--- config.mk ---
export PLATFORM = sky130hd
export DESIGN_NAME = video_encoder_mode_registers
export DESIGN_NICKNAME = d
export VERILOG_FILES = /design/src/hdl/subcarrier_lock_pin.v /design/src/hdl/video_encoder_mode_registers.v
export VERILOG_INCLUDE_DIRS = /design/src /design/src/hdl
export SDC_FILE = /design/constraint.sdc
export NUM_CORES = 1
export LEC_CHECK = 0
export ABC_AREA = 0
export BUFFER_PORTS_ARGS = -buffer_cell sky130_fd_sc_hd__buf_2
export CAP_MARGIN = 20
export CORE_MARGIN = 10
export CORE_UTILIZATION = 43
export CTS_CLUSTER_DIAMETER = 100
export CTS_CLUSTER_SIZE = 28
export DETAILED_ROUTE_END_ITERATION = 10
export GPL_TIMING_DRIVEN = 0
export PLACE_DENSITY = 0.75
export SETUP_SLACK_MARGIN = 0.02
export SLEW_MARGIN = 25
export SYNTH_ARGS = -nofsm -noshare
export SYNTH_HDL_FRONTEND = slang
export SYNTH_SLANG_ARGS = --single-unit
--- constraint.sdc ---
create_clock -name clk -period 1.4 [get_ports clk]
set_input_delay 0.21 -clock clk [delete_from_list [all_inputs] [get_ports clk]]
set_output_delay 0.21 -clock clk [all_outputs]
set_load 0.1 [all_outputs]
--- src/hdl/mode_regs_map.vh ---
// Summary of operation
// (RQ1) low two bits pick output standard
// (RQ2) PAL M only on one variant
// (RQ3) bits 2-4 pick luma filter, any standard
// (RQ4) bits 5-7 pick chroma filter
// (RQ5) second register at one, read/write
// (RQ6) third register eight bits, at two, read/write
// (RQ7) bit 0 selects interlaced or not
// (RQ8) bits 1-2 select caption fields
// (RQ9) bits 3,5,6 power down each DAC
// (RQ10) host writes one into bit 4
// (RQ11) bit 7 outputs colour bar pattern
// (RQ12) colour bars force master timing mode
// (RQ13) square pixel only in slave timing
// (RQ14) bit 1 makes lock pin an input
// (RQ15) bit 2 zero: rising edge resets subcarrier
// (RQ16) bit 2 one: pin is real-time control
// (RQ17) bit 3 sets active line length
// (RQ18) bit 4 turns colour on or off
// (RQ19) bit 5 turns burst on or off
// (RQ20) bit 6 enables low power mode
// (RQ21) host writes zero into bit 7
// (RQ22) first register at zero, read/write
// (RQ23) DAC A and C powered down at reset
// (RQ24) reserved bits stored; whole-byte update
`ifndef MODE_REGS_MAP_VH
`define MODE_REGS_MAP_VH

// subaddresses
`define FIRST_MODE_ADDR   5'h00
`define SECOND_MODE_ADDR  5'h01
`define THIRD_MODE_ADDR   5'h02

// reset values
`define FIRST_MODE_RST    8'h00
`define SECOND_MODE_RST   8'h48
`define THIRD_MODE_RST    8'h00

// first mode register fields
`define STD_LSB           0
`define STD_MSB           1
`define LUMA_LSB          2
`define LUMA_MSB          4
`define CHROMA_LSB        5
`define CHROMA_MSB        7

// second mode register fields
`define INTERLACE_BIT     0
`define CAPTION_LSB       1
`define CAPTION_MSB       2
`define DAC_A_PD_BIT      3
`define RSVD_ONE_BIT      4
`define DAC_B_PD_BIT      5
`define DAC_C_PD_BIT      6
`define COLOUR_BAR_BIT    7

// third mode register fields
`define SQUARE_PIX_BIT    0
`define PIN_INPUT_BIT     1
`define PIN_FUNC_BIT      2
`define LINE_LEN_BIT      3
`define COLOUR_EN_BIT     4
`define BURST_EN_BIT      5
`define LOW_POWER_BIT     6
`define RSVD_ZERO_BIT     7

// output standard codes
`define STD_NTSC          2'h0
`define STD_PAL_BDGHI     2'h1
`define STD_PAL_M         2'h2
`define STD_PAL_N         2'h3

// caption field codes
`define CAP_NONE          2'h0
`define CAP_ODD           2'h1
`define CAP_EVEN          2'h2
`define CAP_BOTH          2'h3

// active line lengths in pixels
`define LINE_FULL         10'h2d0
`define LINE_NTSC_SHORT   10'h2c6
`define LINE_PAL_SHORT    10'h2be

`endif

--- src/hdl/subcarrier_lock_pin.v ---
`timescale 1ns/10ps
`include "mode_regs_map.vh"

// shared subcarrier reset / real-time control pin handling
module subcarrier_lock_pin (
   // clock and reset
   input  wire clk,
   input  wire rst,
   // configuration
   input  wire pin_input,
   input  wire pin_func,
   // pad
   input  wire pin_in,
   output reg  pin_out,
   output reg  pin_oe,
   // results
   output reg  subcarrier_reset,
   output reg  rtc_valid,
   output reg  rtc_data
);

   reg         pin_prev;
   wire        reset_mode;
   wire        rtc_mode;

   // pin acts only once it is an input
   assign reset_mode = pin_input & ~pin_func;
   assign rtc_mode   = pin_input & pin_func;

   // pad drive and edge detection
   always @(posedge clk or posedge rst) begin
      if (rst) begin
         pin_out          <= 1'b0;
         pin_oe           <= 1'b0;
         pin_prev         <= 1'b0;
         subcarrier_reset <= 1'b0;
         rtc_valid        <= 1'b0;
         rtc_data         <= 1'b0;
      end else begin
         pin_out  <= 1'b0;
         // (RQ14) input when selected
         pin_oe   <= ~pin_input;
         pin_prev <= pin_in;
         // (RQ15) rising edge resets
         subcarrier_reset <= reset_mode & pin_in & ~pin_prev;
         // (RQ16) real-time control input
         rtc_valid <= rtc_mode;
         rtc_data  <= rtc_mode & pin_in;
      end
   end

endmodule

--- src/hdl/video_encoder_mode_registers.v ---
`timescale 1ns/10ps
`include "mode_regs_map.vh"

// first three mode registers of the encoder and their decoded controls
module video_encoder_mode_registers #(
   parameter PAL_M_SUPPORTED = 1
) (
   // clock and reset
   input  wire       clk,
   input  wire       rst,
   // register port from the serial engine
   input  wire [4:0] reg_addr,
   input  wire       reg_wr,
   input  wire [7:0] reg_wdata,
   input  wire       reg_rd,
   output reg  [7:0] reg_rdata,
   output reg        reg_ack,
   output reg        reg_done,
   // timing mode asked for by the rest of the chip
   input  wire       timing_master_req,
   // raw register images
   output reg  [7:0] first_mode_control,
   output reg  [7:0] second_mode_control,
   output reg  [7:0] third_mode_control,
   // standard and filters
   output reg  [1:0] encoding_standard,
   output reg        std_is_pal,
   output reg  [2:0] luma_filter_select,
   output reg  [2:0] chroma_filter_select,
   // scan and captions
   output reg        interlace_select,
   output reg        caption_odd_en,
   output reg        caption_even_en,
   // DAC controls
   output reg        dac_a_on,
   output reg        dac_b_on,
   output reg        dac_c_on,
   output reg        low_power_enable,
   // test pattern and timing
   output reg        colour_bar_enable,
   output reg        bar_setup_en,
   output reg        master_timing,
   output reg        square_pixel_active,
   // line and colour
   output reg  [9:0] active_pixels,
   output reg        colour_enable,
   output reg        burst_enable,
   // subcarrier lock pin
   input  wire       lock_pin_in,
   output wire       lock_pin_out,
   output wire       lock_pin_oe,
   output wire       subcarrier_reset,
   output wire       rtc_valid,
   output wire       rtc_data
);

   reg  [7:0] next_first;
   reg  [7:0] next_second;
   reg  [7:0] next_third;
   reg  [1:0] eff_std;
   reg        eff_pal;
   reg        eff_master;
   reg  [9:0] eff_pixels;

   // address lies inside this bank
   function addr_hit;
      input [4:0] a;
      begin
         addr_hit = (a == `FIRST_MODE_ADDR) ||
                    (a == `SECOND_MODE_ADDR) ||
                    (a == `THIRD_MODE_ADDR);
      end
   endfunction

   // read data multiplexer
   function [7:0] read_mux;
      input [4:0] a;
      input [7:0] r0;
      input [7:0] r1;
      input [7:0] r2;
      begin
         case (a)
            `FIRST_MODE_ADDR:  read_mux = r0;
            `SECOND_MODE_ADDR: read_mux = r1;
            `THIRD_MODE_ADDR:  read_mux = r2;
            default:           read_mux = 8'h00;
         endcase
      end
   endfunction

   // next register values; a write loads the whole byte at once
   always @* begin
      next_first  = first_mode_control;
      next_second = second_mode_control;
      next_third  = third_mode_control;
      if (reg_wr) begin
         // (RQ24) whole-byte update
         case (reg_addr)
            // (RQ22) first register write
            `FIRST_MODE_ADDR:  next_first  = reg_wdata;
            // (RQ5) second register write
            `SECOND_MODE_ADDR: next_second = reg_wdata;
            // (RQ6) third register write
            `THIRD_MODE_ADDR:  next_third  = reg_wdata;
            default: begin
               next_first  = first_mode_control;
               next_second = second_mode_control;
               next_third  = third_mode_control;
            end
         endcase
      end
   end

   // effective standard after the variant check
   always @* begin
      eff_std = next_first[`STD_MSB:`STD_LSB];
      // (RQ2) PAL M only if supported
      if ((eff_std == `STD_PAL_M) && (PAL_M_SUPPORTED == 0)) begin
         eff_std = `STD_NTSC;
      end
      // (RQ1) PAL family detect
      eff_pal = (eff_std != `STD_NTSC);
   end

   // timing mode and active line length
   always @* begin
      // (RQ12) bars force master
      eff_master = next_second[`COLOUR_BAR_BIT] | timing_master_req;
      // (RQ17) line length choice
      if (!next_third[`LINE_LEN_BIT]) begin
         eff_pixels = `LINE_FULL;
      end else if (eff_std == `STD_NTSC) begin
         eff_pixels = `LINE_NTSC_SHORT;
      end else begin
         eff_pixels = `LINE_PAL_SHORT;
      end
   end

   // register storage; reserved bits keep what was written
   always @(posedge clk or posedge rst) begin
      if (rst) begin
         first_mode_control  <= `FIRST_MODE_RST;
         // (RQ23) DAC A, C powered down
         second_mode_control <= `SECOND_MODE_RST;
         third_mode_control  <= `THIRD_MODE_RST;
      end else begin
         // (RQ24) reserved bits stored
         first_mode_control  <= next_first;
         second_mode_control <= next_second;
         third_mode_control  <= next_third;
      end
   end

   // read back and acknowledge towards the serial engine
   always @(posedge clk or posedge rst) begin
      if (rst) begin
         reg_rdata <= 8'h00;
         reg_ack   <= 1'b0;
         reg_done  <= 1'b0;
      end else begin
         reg_done <= reg_wr | reg_rd;
         if (reg_wr | reg_rd) begin
            reg_ack <= addr_hit(reg_addr);
         end
         if (reg_rd) begin
            // (RQ5) stored value read back
            reg_rdata <= read_mux(reg_addr, first_mode_control,
                                  second_mode_control,
                                  third_mode_control);
         end
      end
   end

   // decoded controls of the first register
   always @(posedge clk or posedge rst) begin
      if (rst) begin
         encoding_standard    <= `STD_NTSC;
         std_is_pal           <= 1'b0;
         luma_filter_select   <= 3'h0;
         chroma_filter_select <= 3'h0;
      end else begin
         // (RQ1) output standard
         encoding_standard    <= eff_std;
         std_is_pal           <= eff_pal;
         // (RQ3) luma filter, any standard
         luma_filter_select   <= next_first[`LUMA_MSB:`LUMA_LSB];
         // (RQ4) chroma filter select
         chroma_filter_select <= next_first[`CHROMA_MSB:`CHROMA_LSB];
      end
   end

   // decoded controls of the second register
   always @(posedge clk or posedge rst) begin
      if (rst) begin
         interlace_select  <= 1'b0;
         caption_odd_en    <= 1'b0;
         caption_even_en   <= 1'b0;
         dac_a_on          <= 1'b0;
         dac_b_on          <= 1'b1;
         dac_c_on          <= 1'b0;
         colour_bar_enable <= 1'b0;
         bar_setup_en      <= 1'b0;
      end else begin
         // (RQ7) interlace choice
         interlace_select <= next_second[`INTERLACE_BIT];
         // (RQ8) caption field choice
         caption_odd_en  <=
            (next_second[`CAPTION_MSB:`CAPTION_LSB] == `CAP_ODD) ||
            (next_second[`CAPTION_MSB:`CAPTION_LSB] == `CAP_BOTH);
         caption_even_en <=
            (next_second[`CAPTION_MSB:`CAPTION_LSB] == `CAP_EVEN) ||
            (next_second[`CAPTION_MSB:`CAPTION_LSB] == `CAP_BOTH);
         // (RQ9) per-DAC power down
         dac_a_on <= ~next_second[`DAC_A_PD_BIT];
         dac_b_on <= ~next_second[`DAC_B_PD_BIT];
         dac_c_on <= ~next_second[`DAC_C_PD_BIT];
         // (RQ11) colour bar pattern
         colour_bar_enable <= next_second[`COLOUR_BAR_BIT];
         // setup pedestal on bars for NTSC only
         bar_setup_en <= next_second[`COLOUR_BAR_BIT] & ~eff_pal;
      end
   end

   // decoded controls of the third register and timing mode
   always @(posedge clk or posedge rst) begin
      if (rst) begin
         master_timing       <= 1'b0;
         square_pixel_active <= 1'b0;
         active_pixels       <= `LINE_FULL;
         colour_enable       <= 1'b0;
         burst_enable        <= 1'b0;
         low_power_enable    <= 1'b0;
      end else begin
         // (RQ12) master while bars on
         master_timing <= eff_master;
         // (RQ13) square pixel slave only
         square_pixel_active <= next_third[`SQUARE_PIX_BIT] &
                                ~eff_master;
         // (RQ17) active pixel count
         active_pixels <= eff_pixels;
         // (RQ18) colour on or off
         colour_enable <= next_third[`COLOUR_EN_BIT];
         // (RQ19) burst on or off
         burst_enable  <= next_third[`BURST_EN_BIT];
         // (RQ20) low power mode
         low_power_enable <= next_third[`LOW_POWER_BIT];
      end
   end

   // shared lock pin, configured from the third register
   subcarrier_lock_pin u_lock_pin (
      .clk              (clk),
      .rst              (rst),
      .pin_input        (third_mode_control[`PIN_INPUT_BIT]),
      .pin_func         (third_mode_control[`PIN_FUNC_BIT]),
      .pin_in           (lock_pin_in),
      .pin_out          (lock_pin_out),
      .pin_oe           (lock_pin_oe),
      .subcarrier_reset (subcarrier_reset),
      .rtc_valid        (rtc_valid),
      .rtc_data         (rtc_data)
   );

endmodule

==> flow_summary.toml, run 1 <==
[clock_tree]
cts_max_level = 2
clock_path_buffers = 2
numCtsBuffers = 5
clock-sinks = 50
cts_tree = "done"
insertion_delay_ns = 0.30
cts_root_buf = "clkbuf_8"
clkTransAtPathRegs_ns = 0.09

[floorplanning]
die_h_um = 92.5
core.rowCount = 26
dieArea_um2 = 8560
initial_core_util = 0.443
die_x_um = 92.5
io_pins = 90
floorplan.core_area_um2 = 5110

[critical_path]
critPathCaptureType = "output port"
critPathBufInv = 1
cp.arrival_ns = 1.13
crit_family = "buffers and inverters"
start_kind = "register"
path_cells = "buf_2"
path_class = "reg -> out"
cp_slowest_cell = "buf_2"
max_stage_delay_ns = 0.43
crit_fanout = 4
worstPathRequired_ns = 1.19

[power_and_ir_drop]
leakagePower_nw = 1.55
vdd_drop_max_uv = 1050
power.density_nw_per_um2 = 1980

[synth]
async_flop_share = 1.00
yosys_warnings = 0
synthXorXnorAreaFrac = 0
synth_fa_ha_area_frac = 0
synth_edf_count = 0
syn_area_um2 = 2260
synth_area_per_cell_um2 = 12.2
synth_compound_area_frac = 0.0897
synth_seq_area_share = 0.556
synth_mux_area_frac = 0.158
synth_top_family_by_area = "multiplexers"
syn_inst = 186
ys.flop_type = "dfrtp_1"
synthSimpleGateAreaFrac = 0.0852
ys_types = 36
ys_ff_latch = 50

[timing]
hold_viol = 0
max_freq_mhz = 747
setup_viol = 0
worst_pin_slew_ns = 0.858
slew_headroom = 0.423
timing.hold.ws_ns = 0.0359
grt_setup_unrepaired = "no"
period_share = 0.956
maxSlewViolCount = 0
finalClockSkew_ns = 0.00484
fin_crit_ns = 1.34
tns_ns = 0

[routing]
drtPass1Iterations = 4
drtIter0Drc = 81
ant_nets = 0
wire_per_inst_um = 17.4
drc_errors = 0
vias = 1760
routed_via_density = 4.93
wirelength_um = 6210

[final_layout]
instances_no_fill = 357
antenna_cells = 0
fin_nets = 305
drive_above_1_share = 0.645
area_growth_pct = 36.6

[global_route]
grt_pass1_wl_um = 9720
first_global_vias = 1834
grt_max_degree = 31
grt_use_total = 0.142
antenna_found_initial = 0
globalRouteOverflowTotal = 0

[status]
status = "complete, no violations"

[job]
cap_violations = 0

[hold_path]
worstHoldPathType = "in -> reg"

[placement]
place.gp.congestion = 0.861
numPortBuffers = 83
post-dp-hpwl_um = 4470
dp_cells = 343
==> flip-flops by register name, indices dropped and copies added (netlist names), 2 cells and up <==
name	flops
second_mode_control	7
luma_filter_select	2
first_mode_control	2
third_mode_control	8
reg_rdata	8
chroma_filter_select	3
active_pixels	3
==> layer usage <==
| metal | global-route usage | up-vias | part of all wire |
|---|---|---|---|
| li1 | - | 828 | - |
| met1 | 0.164 | 854 | 0.40 |
| met2 | 0.236 | 70 | 0.50 |
| met3 | 0.0573 | 8 | 0.085 |
| met4 | 0.0463 | 0 | 0.012 |
| met5 | 0 | - | 0 |
==> cells in the mapped netlist (2+ instances only) <==
| cell | number | area (um2) |
|---|---|---|
| nand2_1 | 7 | 26.3 |
| o22ai_1 | 8 | 50.1 |
| inv_1 | 11 | 41.3 |
| conb_1 | 2 | 7.51 |
| and2_1 | 3 | 18.8 |
| a32oi_1 | 8 | 70.1 |
| nand3_1 | 5 | 25.0 |
| mux2i_1 | 3 | 30.0 |
| and3_1 | 2 | 12.5 |
| dfrtp_1 | 45 | 1130 |
| clkbuf_1 | 2 | 7.51 |
| a22oi_1 | 2 | 15.0 |
| dfstp_2 | 5 | 131 |
| buf_2 | 3 | 15.0 |
| o21ai_0 | 5 | 25.0 |
| nor2_1 | 4 | 15.0 |
| buf_4 | 24 | 180 |
| mux2_2 | 29 | 327 |
==> report_power, final <==
group | total, mW | internal (mW) | leakage [nW] | switching, mW
Sequential | 1.86 | 1.69 | 0.606 | 0.166
Combinational | 3.40 | 0.675 | 0.895 | 2.72
Clock | 0.869 | 0.398 | 0.0472 | 0.471
Total | 6.12 | 2.77 | 1.55 | 3.36
==> cell usage in the layout (no fill, tap or decap), drive strengths merged, types with 2 or more instances in the layout <==
master    synthesis  final
a22oi             2      2
a32oi             8      8
and2              3      3
and3              2      2
buf              27    107
clkbuf            2     17
clkinvlp          0      2
conb              2      5
dfrtp            45     45
dfstp             5      5
inv              11     10
mux2             29     29
mux2i             3      3
nand2             7      7
nand3             5      5
nor2              4      4
nor3              2      2
o21ai             5      5
o22ai             8      8
==> final cells by class <==
cell class	instances	area (um2)
clock inverters	2	12.5
inverters	11	45.0
flip-flops and latches	50	1280
clock buffers	6	82.6
plain buffers	29	206
repair buffers	90	578
fillers	438	2020
well taps	70	87.6
multi-input cells	99	797
==> worst paths after layout <==
check / from / end / slack [ns] / cells after the start
min in group asynchronous: rst / square_pixel_active / 0.50 / 3
max: third_mode_control[5] / burst_enable / 0.06 / 1
min reg2reg: u_lock_pin.pin_prev / u_lock_pin.subcarrier_reset / 0.40 / 1
min: lock_pin_in / u_lock_pin.pin_prev / 0.04 / 1
max reg2reg: third_mode_control[3] / reg_rdata[3] / 0.27 / 3
max in group asynchronous: rst / second_mode_control[6] / 0.34 / 4
==> metrics by stage <==
stage	power, mW	area (um2)	utilization	setup WS, ns
global route	6.36	3090	0.605	0.0201
global placement	5.12	2810	0.549	-0.567
finish	6.12	3090	0.605	0.0612
detailed placement	5.15	2830	0.554	-0.553
floorplan	4.67	2300	-	-0.00119
CTS	6.11	3010	0.589	0.0221
==> timing repair <==
item,4_1_cts,5_1_grt
setup buffers,0,5
pin swaps,0,1
endpoints found under the hold margin,18,0
setup endpoints to repair,62,39
hold buffers,1,0
resized for setup,27,16
==> kinds of logic (layout without fill, tap and decap cells) <==
family / Yosys count / in the layout
flip-flops: 50 / 50
buffers and inverters: 40 / 138
AND/OR/NAND/NOR: 34 / 34
multiplexers: 32 / 32
AO/OA/AOI/OAI: 28 / 28
other: 2 / 5
No activity file was read; power rests on OpenSTA's default activity.
==> run 2, diff against run 1 <==
--- a/config.mk
+++ b/config.mk
@@ -10,12 +10,13 @@
 export BUFFER_PORTS_ARGS = -buffer_cell sky130_fd_sc_hd__buf_2
 export CAP_MARGIN = 20
 export CORE_MARGIN = 10
-export CORE_UTILIZATION = 43
+export CORE_UTILIZATION = 52
 export CTS_CLUSTER_DIAMETER = 100
 export CTS_CLUSTER_SIZE = 28
 export DETAILED_ROUTE_END_ITERATION = 10
 export GPL_TIMING_DRIVEN = 0
-export PLACE_DENSITY = 0.75
+export MAX_ROUTING_LAYER = met4
+export PLACE_DENSITY = 0.85
 export SETUP_SLACK_MARGIN = 0.02
 export SLEW_MARGIN = 25
 export SYNTH_ARGS = -nofsm -noshare
==> constraint.sdc (replaced) <==
create_clock -name clk -period 1.6 [get_ports clk]
set_input_delay 0.24 -clock clk [delete_from_list [all_inputs] [get_ports clk]]
set_output_delay 0.24 -clock clk [all_outputs]
set_load 0.1 [all_outputs]
==> run 2 against run 1 <==
Net effect:
- largest power group unchanged
- setup slack better by 0.033 ns
- first-iteration DRC count down 7.4%
- highest routed layer unchanged
- die area down 14%
==> flow_summary.toml, run 2 (synthesis results as in run 1) <==
[final_layout]
layout_common_cells = "buf_2, dfrtp_1, mux2_2"
drive_above_1_share = 0.617
fin_nets = 300
fin_area_um2 = 2910
largestRegisters = "reg_rdata: 8 flops, third_mode_control: 8 flops, second_mode_control: 7 flops"
antenna_cells = 0
finish.utilization = 0.706
final_common_cell = "buf_2"
area_growth_pct = 28.6

[timing]
finalClockSkew_ns = 0.00479
fin_crit_ns = 1.51
period_share = 0.941
worst_pin_slew_ns = 0.826
maxSlewViolCount = 0
grt_setup_unrepaired = "no"
tns_ns = 0
max_freq_mhz = 664
setup_viol = 0
slew_headroom = 0.445
timing.hold.ws_ns = 0.0703
hold_viol = 0

[floorplanning]
floorplan.core_area_um2 = 4120
die_x_um = 85.9
initial_core_util = 0.549
core.rowCount = 23
io_pins = 90
die_h_um = 85.9
dieArea_um2 = 7390

[global_route]
antenna_found_initial = 0
grt_pass1_wl_um = 9290
busiest_layer = "met2"
grt_use_total = 0.162
met1_usage = 0.188
first_global_vias = 1825
grt_use_met2 = 0.257
use_met3 = 0.0520
grt_max_degree = 33
globalRouteOverflowTotal = 0

[placement]
numPortBuffers = 83
dpl-instance-area_um2 = 2800
place.gp.congestion = 0.872
post-dp-hpwl_um = 4430

[critical_path]
timing.rr.start = "encoding_standard[0]"
path_class = "reg -> out"
cp_slowest_cell = "dfrtp_1"
start_kind = "register"
r2r_end = "reg_rdata[0]"
rrSetupSlack_ns = 0.49
crit_start = "third_mode_control[2]"
crit_path_end = "third_mode_control[2]"
critPathCaptureType = "output port"
worstPathRequired_ns = 1.36
path_cells = "buf_4 > buf_2"
crit_fanout = 6
reg2reg_depth = 3
cp.arrival_ns = 1.27
max_stage_delay_ns = 0.42

[clock_tree]
clock_path_buffers = 2
numCtsBuffers = 5
cts_tree = "done"
insertion_delay_ns = 0.30
cts_max_level = 2
clkTransAtPathRegs_ns = 0.08
clock-sinks = 50
cts_root_buf = "clkbuf_8"

[hold_path]
whs_path_depth = 1
worstHoldPathType = "in -> reg"

[routing]
drtPass1Iterations = 4
wire_per_inst_um = 17.5
wirelength_um = 5810
drtIter0Drc = 75
vias = 1736
routed_via_density = 5.23
drc_errors = 0
ant_nets = 0

[status]
status = "complete, no violations"

[power_and_ir_drop]
leakagePower_nw = 1.50
vdd_drop_max_uv = 973
power.density_nw_per_um2 = 1780
power.total_mw = 5.18

[job]
cap_violations = 0
==> run 2: cell count changes in the layout (fill, tap and decap cells not counted), moves of 2 or more <==
| cell | previous run | this run |
|---|---|---|
| clkbuf_4 | 9 | 3 |
| dfrtp_1 | 27 | 30 |
| buf_4 | 49 | 24 |
| clkinvlp_4 | 2 | 0 |
| buf_6 | 4 | 0 |
| buf_2 | 53 | 83 |
| dfrtp_2 | 18 | 15 |
| clkbuf_1 | 1 | 3 |
==> run 2: cell type report <==
type	instances	area, um2
Clock inverter	2	10.0
Timing Repair Buffer	85	453
Fill cell	343	1210
Inverter	11	41.3
Sequential cell	50	1280
Clock buffer	6	72.6
Tap cell	50	62.6
Multi-Input combinational cell	99	788
Buffer	29	203
==> run 2: through the flow <==
step,std cells,worst slack [ns]
2_1_floorplan,189,0.0360
3_3_place_gp,322,-0.557
3_5_place_dp,323,-0.267
4_1_cts,332,0.0473
5_1_grt,332,0.0229
6_report,332,0.0946
==> run 2: layer usage <==
| metal | wire [um] | share of wire |
|---|---|---|
| met5 | 0 | 0 |
| met4 | 74 | 0.013 |
| met3 | 428 | 0.074 |
| met2 | 2880 | 0.50 |
| met1 | 2430 | 0.42 |
==> run 2: worst min-delay path by stage <==
stage,slack [ns],to,from
after floorplan,0.27,u_lock_pin.pin_prev,lock_pin_in
after global placement,0.37,u_lock_pin.pin_prev,lock_pin_in
after detailed placement,0.25,u_lock_pin.subcarrier_reset,rst
after CTS,0.06,u_lock_pin.pin_prev,lock_pin_in
after global routing,0.06,u_lock_pin.pin_prev,lock_pin_in
final,0.07,u_lock_pin.pin_prev,lock_pin_in
==> run 2: repair_timing <==
action | CTS | global route
resized for setup | 0 | 6
setup endpoints to repair | 0 | 19
hold buffers | 1 | 0
endpoints found under the hold margin | 16 | 0
buffers inserted | 0 | 0
==> run 2: critical path, delay by kind of cell (launching register included) <==
kind                   cells  cell delay, ns
DFF                        1            0.42
buffers and inverters      2            0.54
==> run 2: power breakdown <==
part | total [mW] | leakage [nW] | internal (mW) | switching (mW)
clock network | 0.702 | 0.0450 | 0.304 | 0.398
registers | 1.62 | 0.610 | 1.48 | 0.138
logic | 2.86 | 0.849 | 0.488 | 2.37
total | 5.18 | 1.50 | 2.27 | 2.91
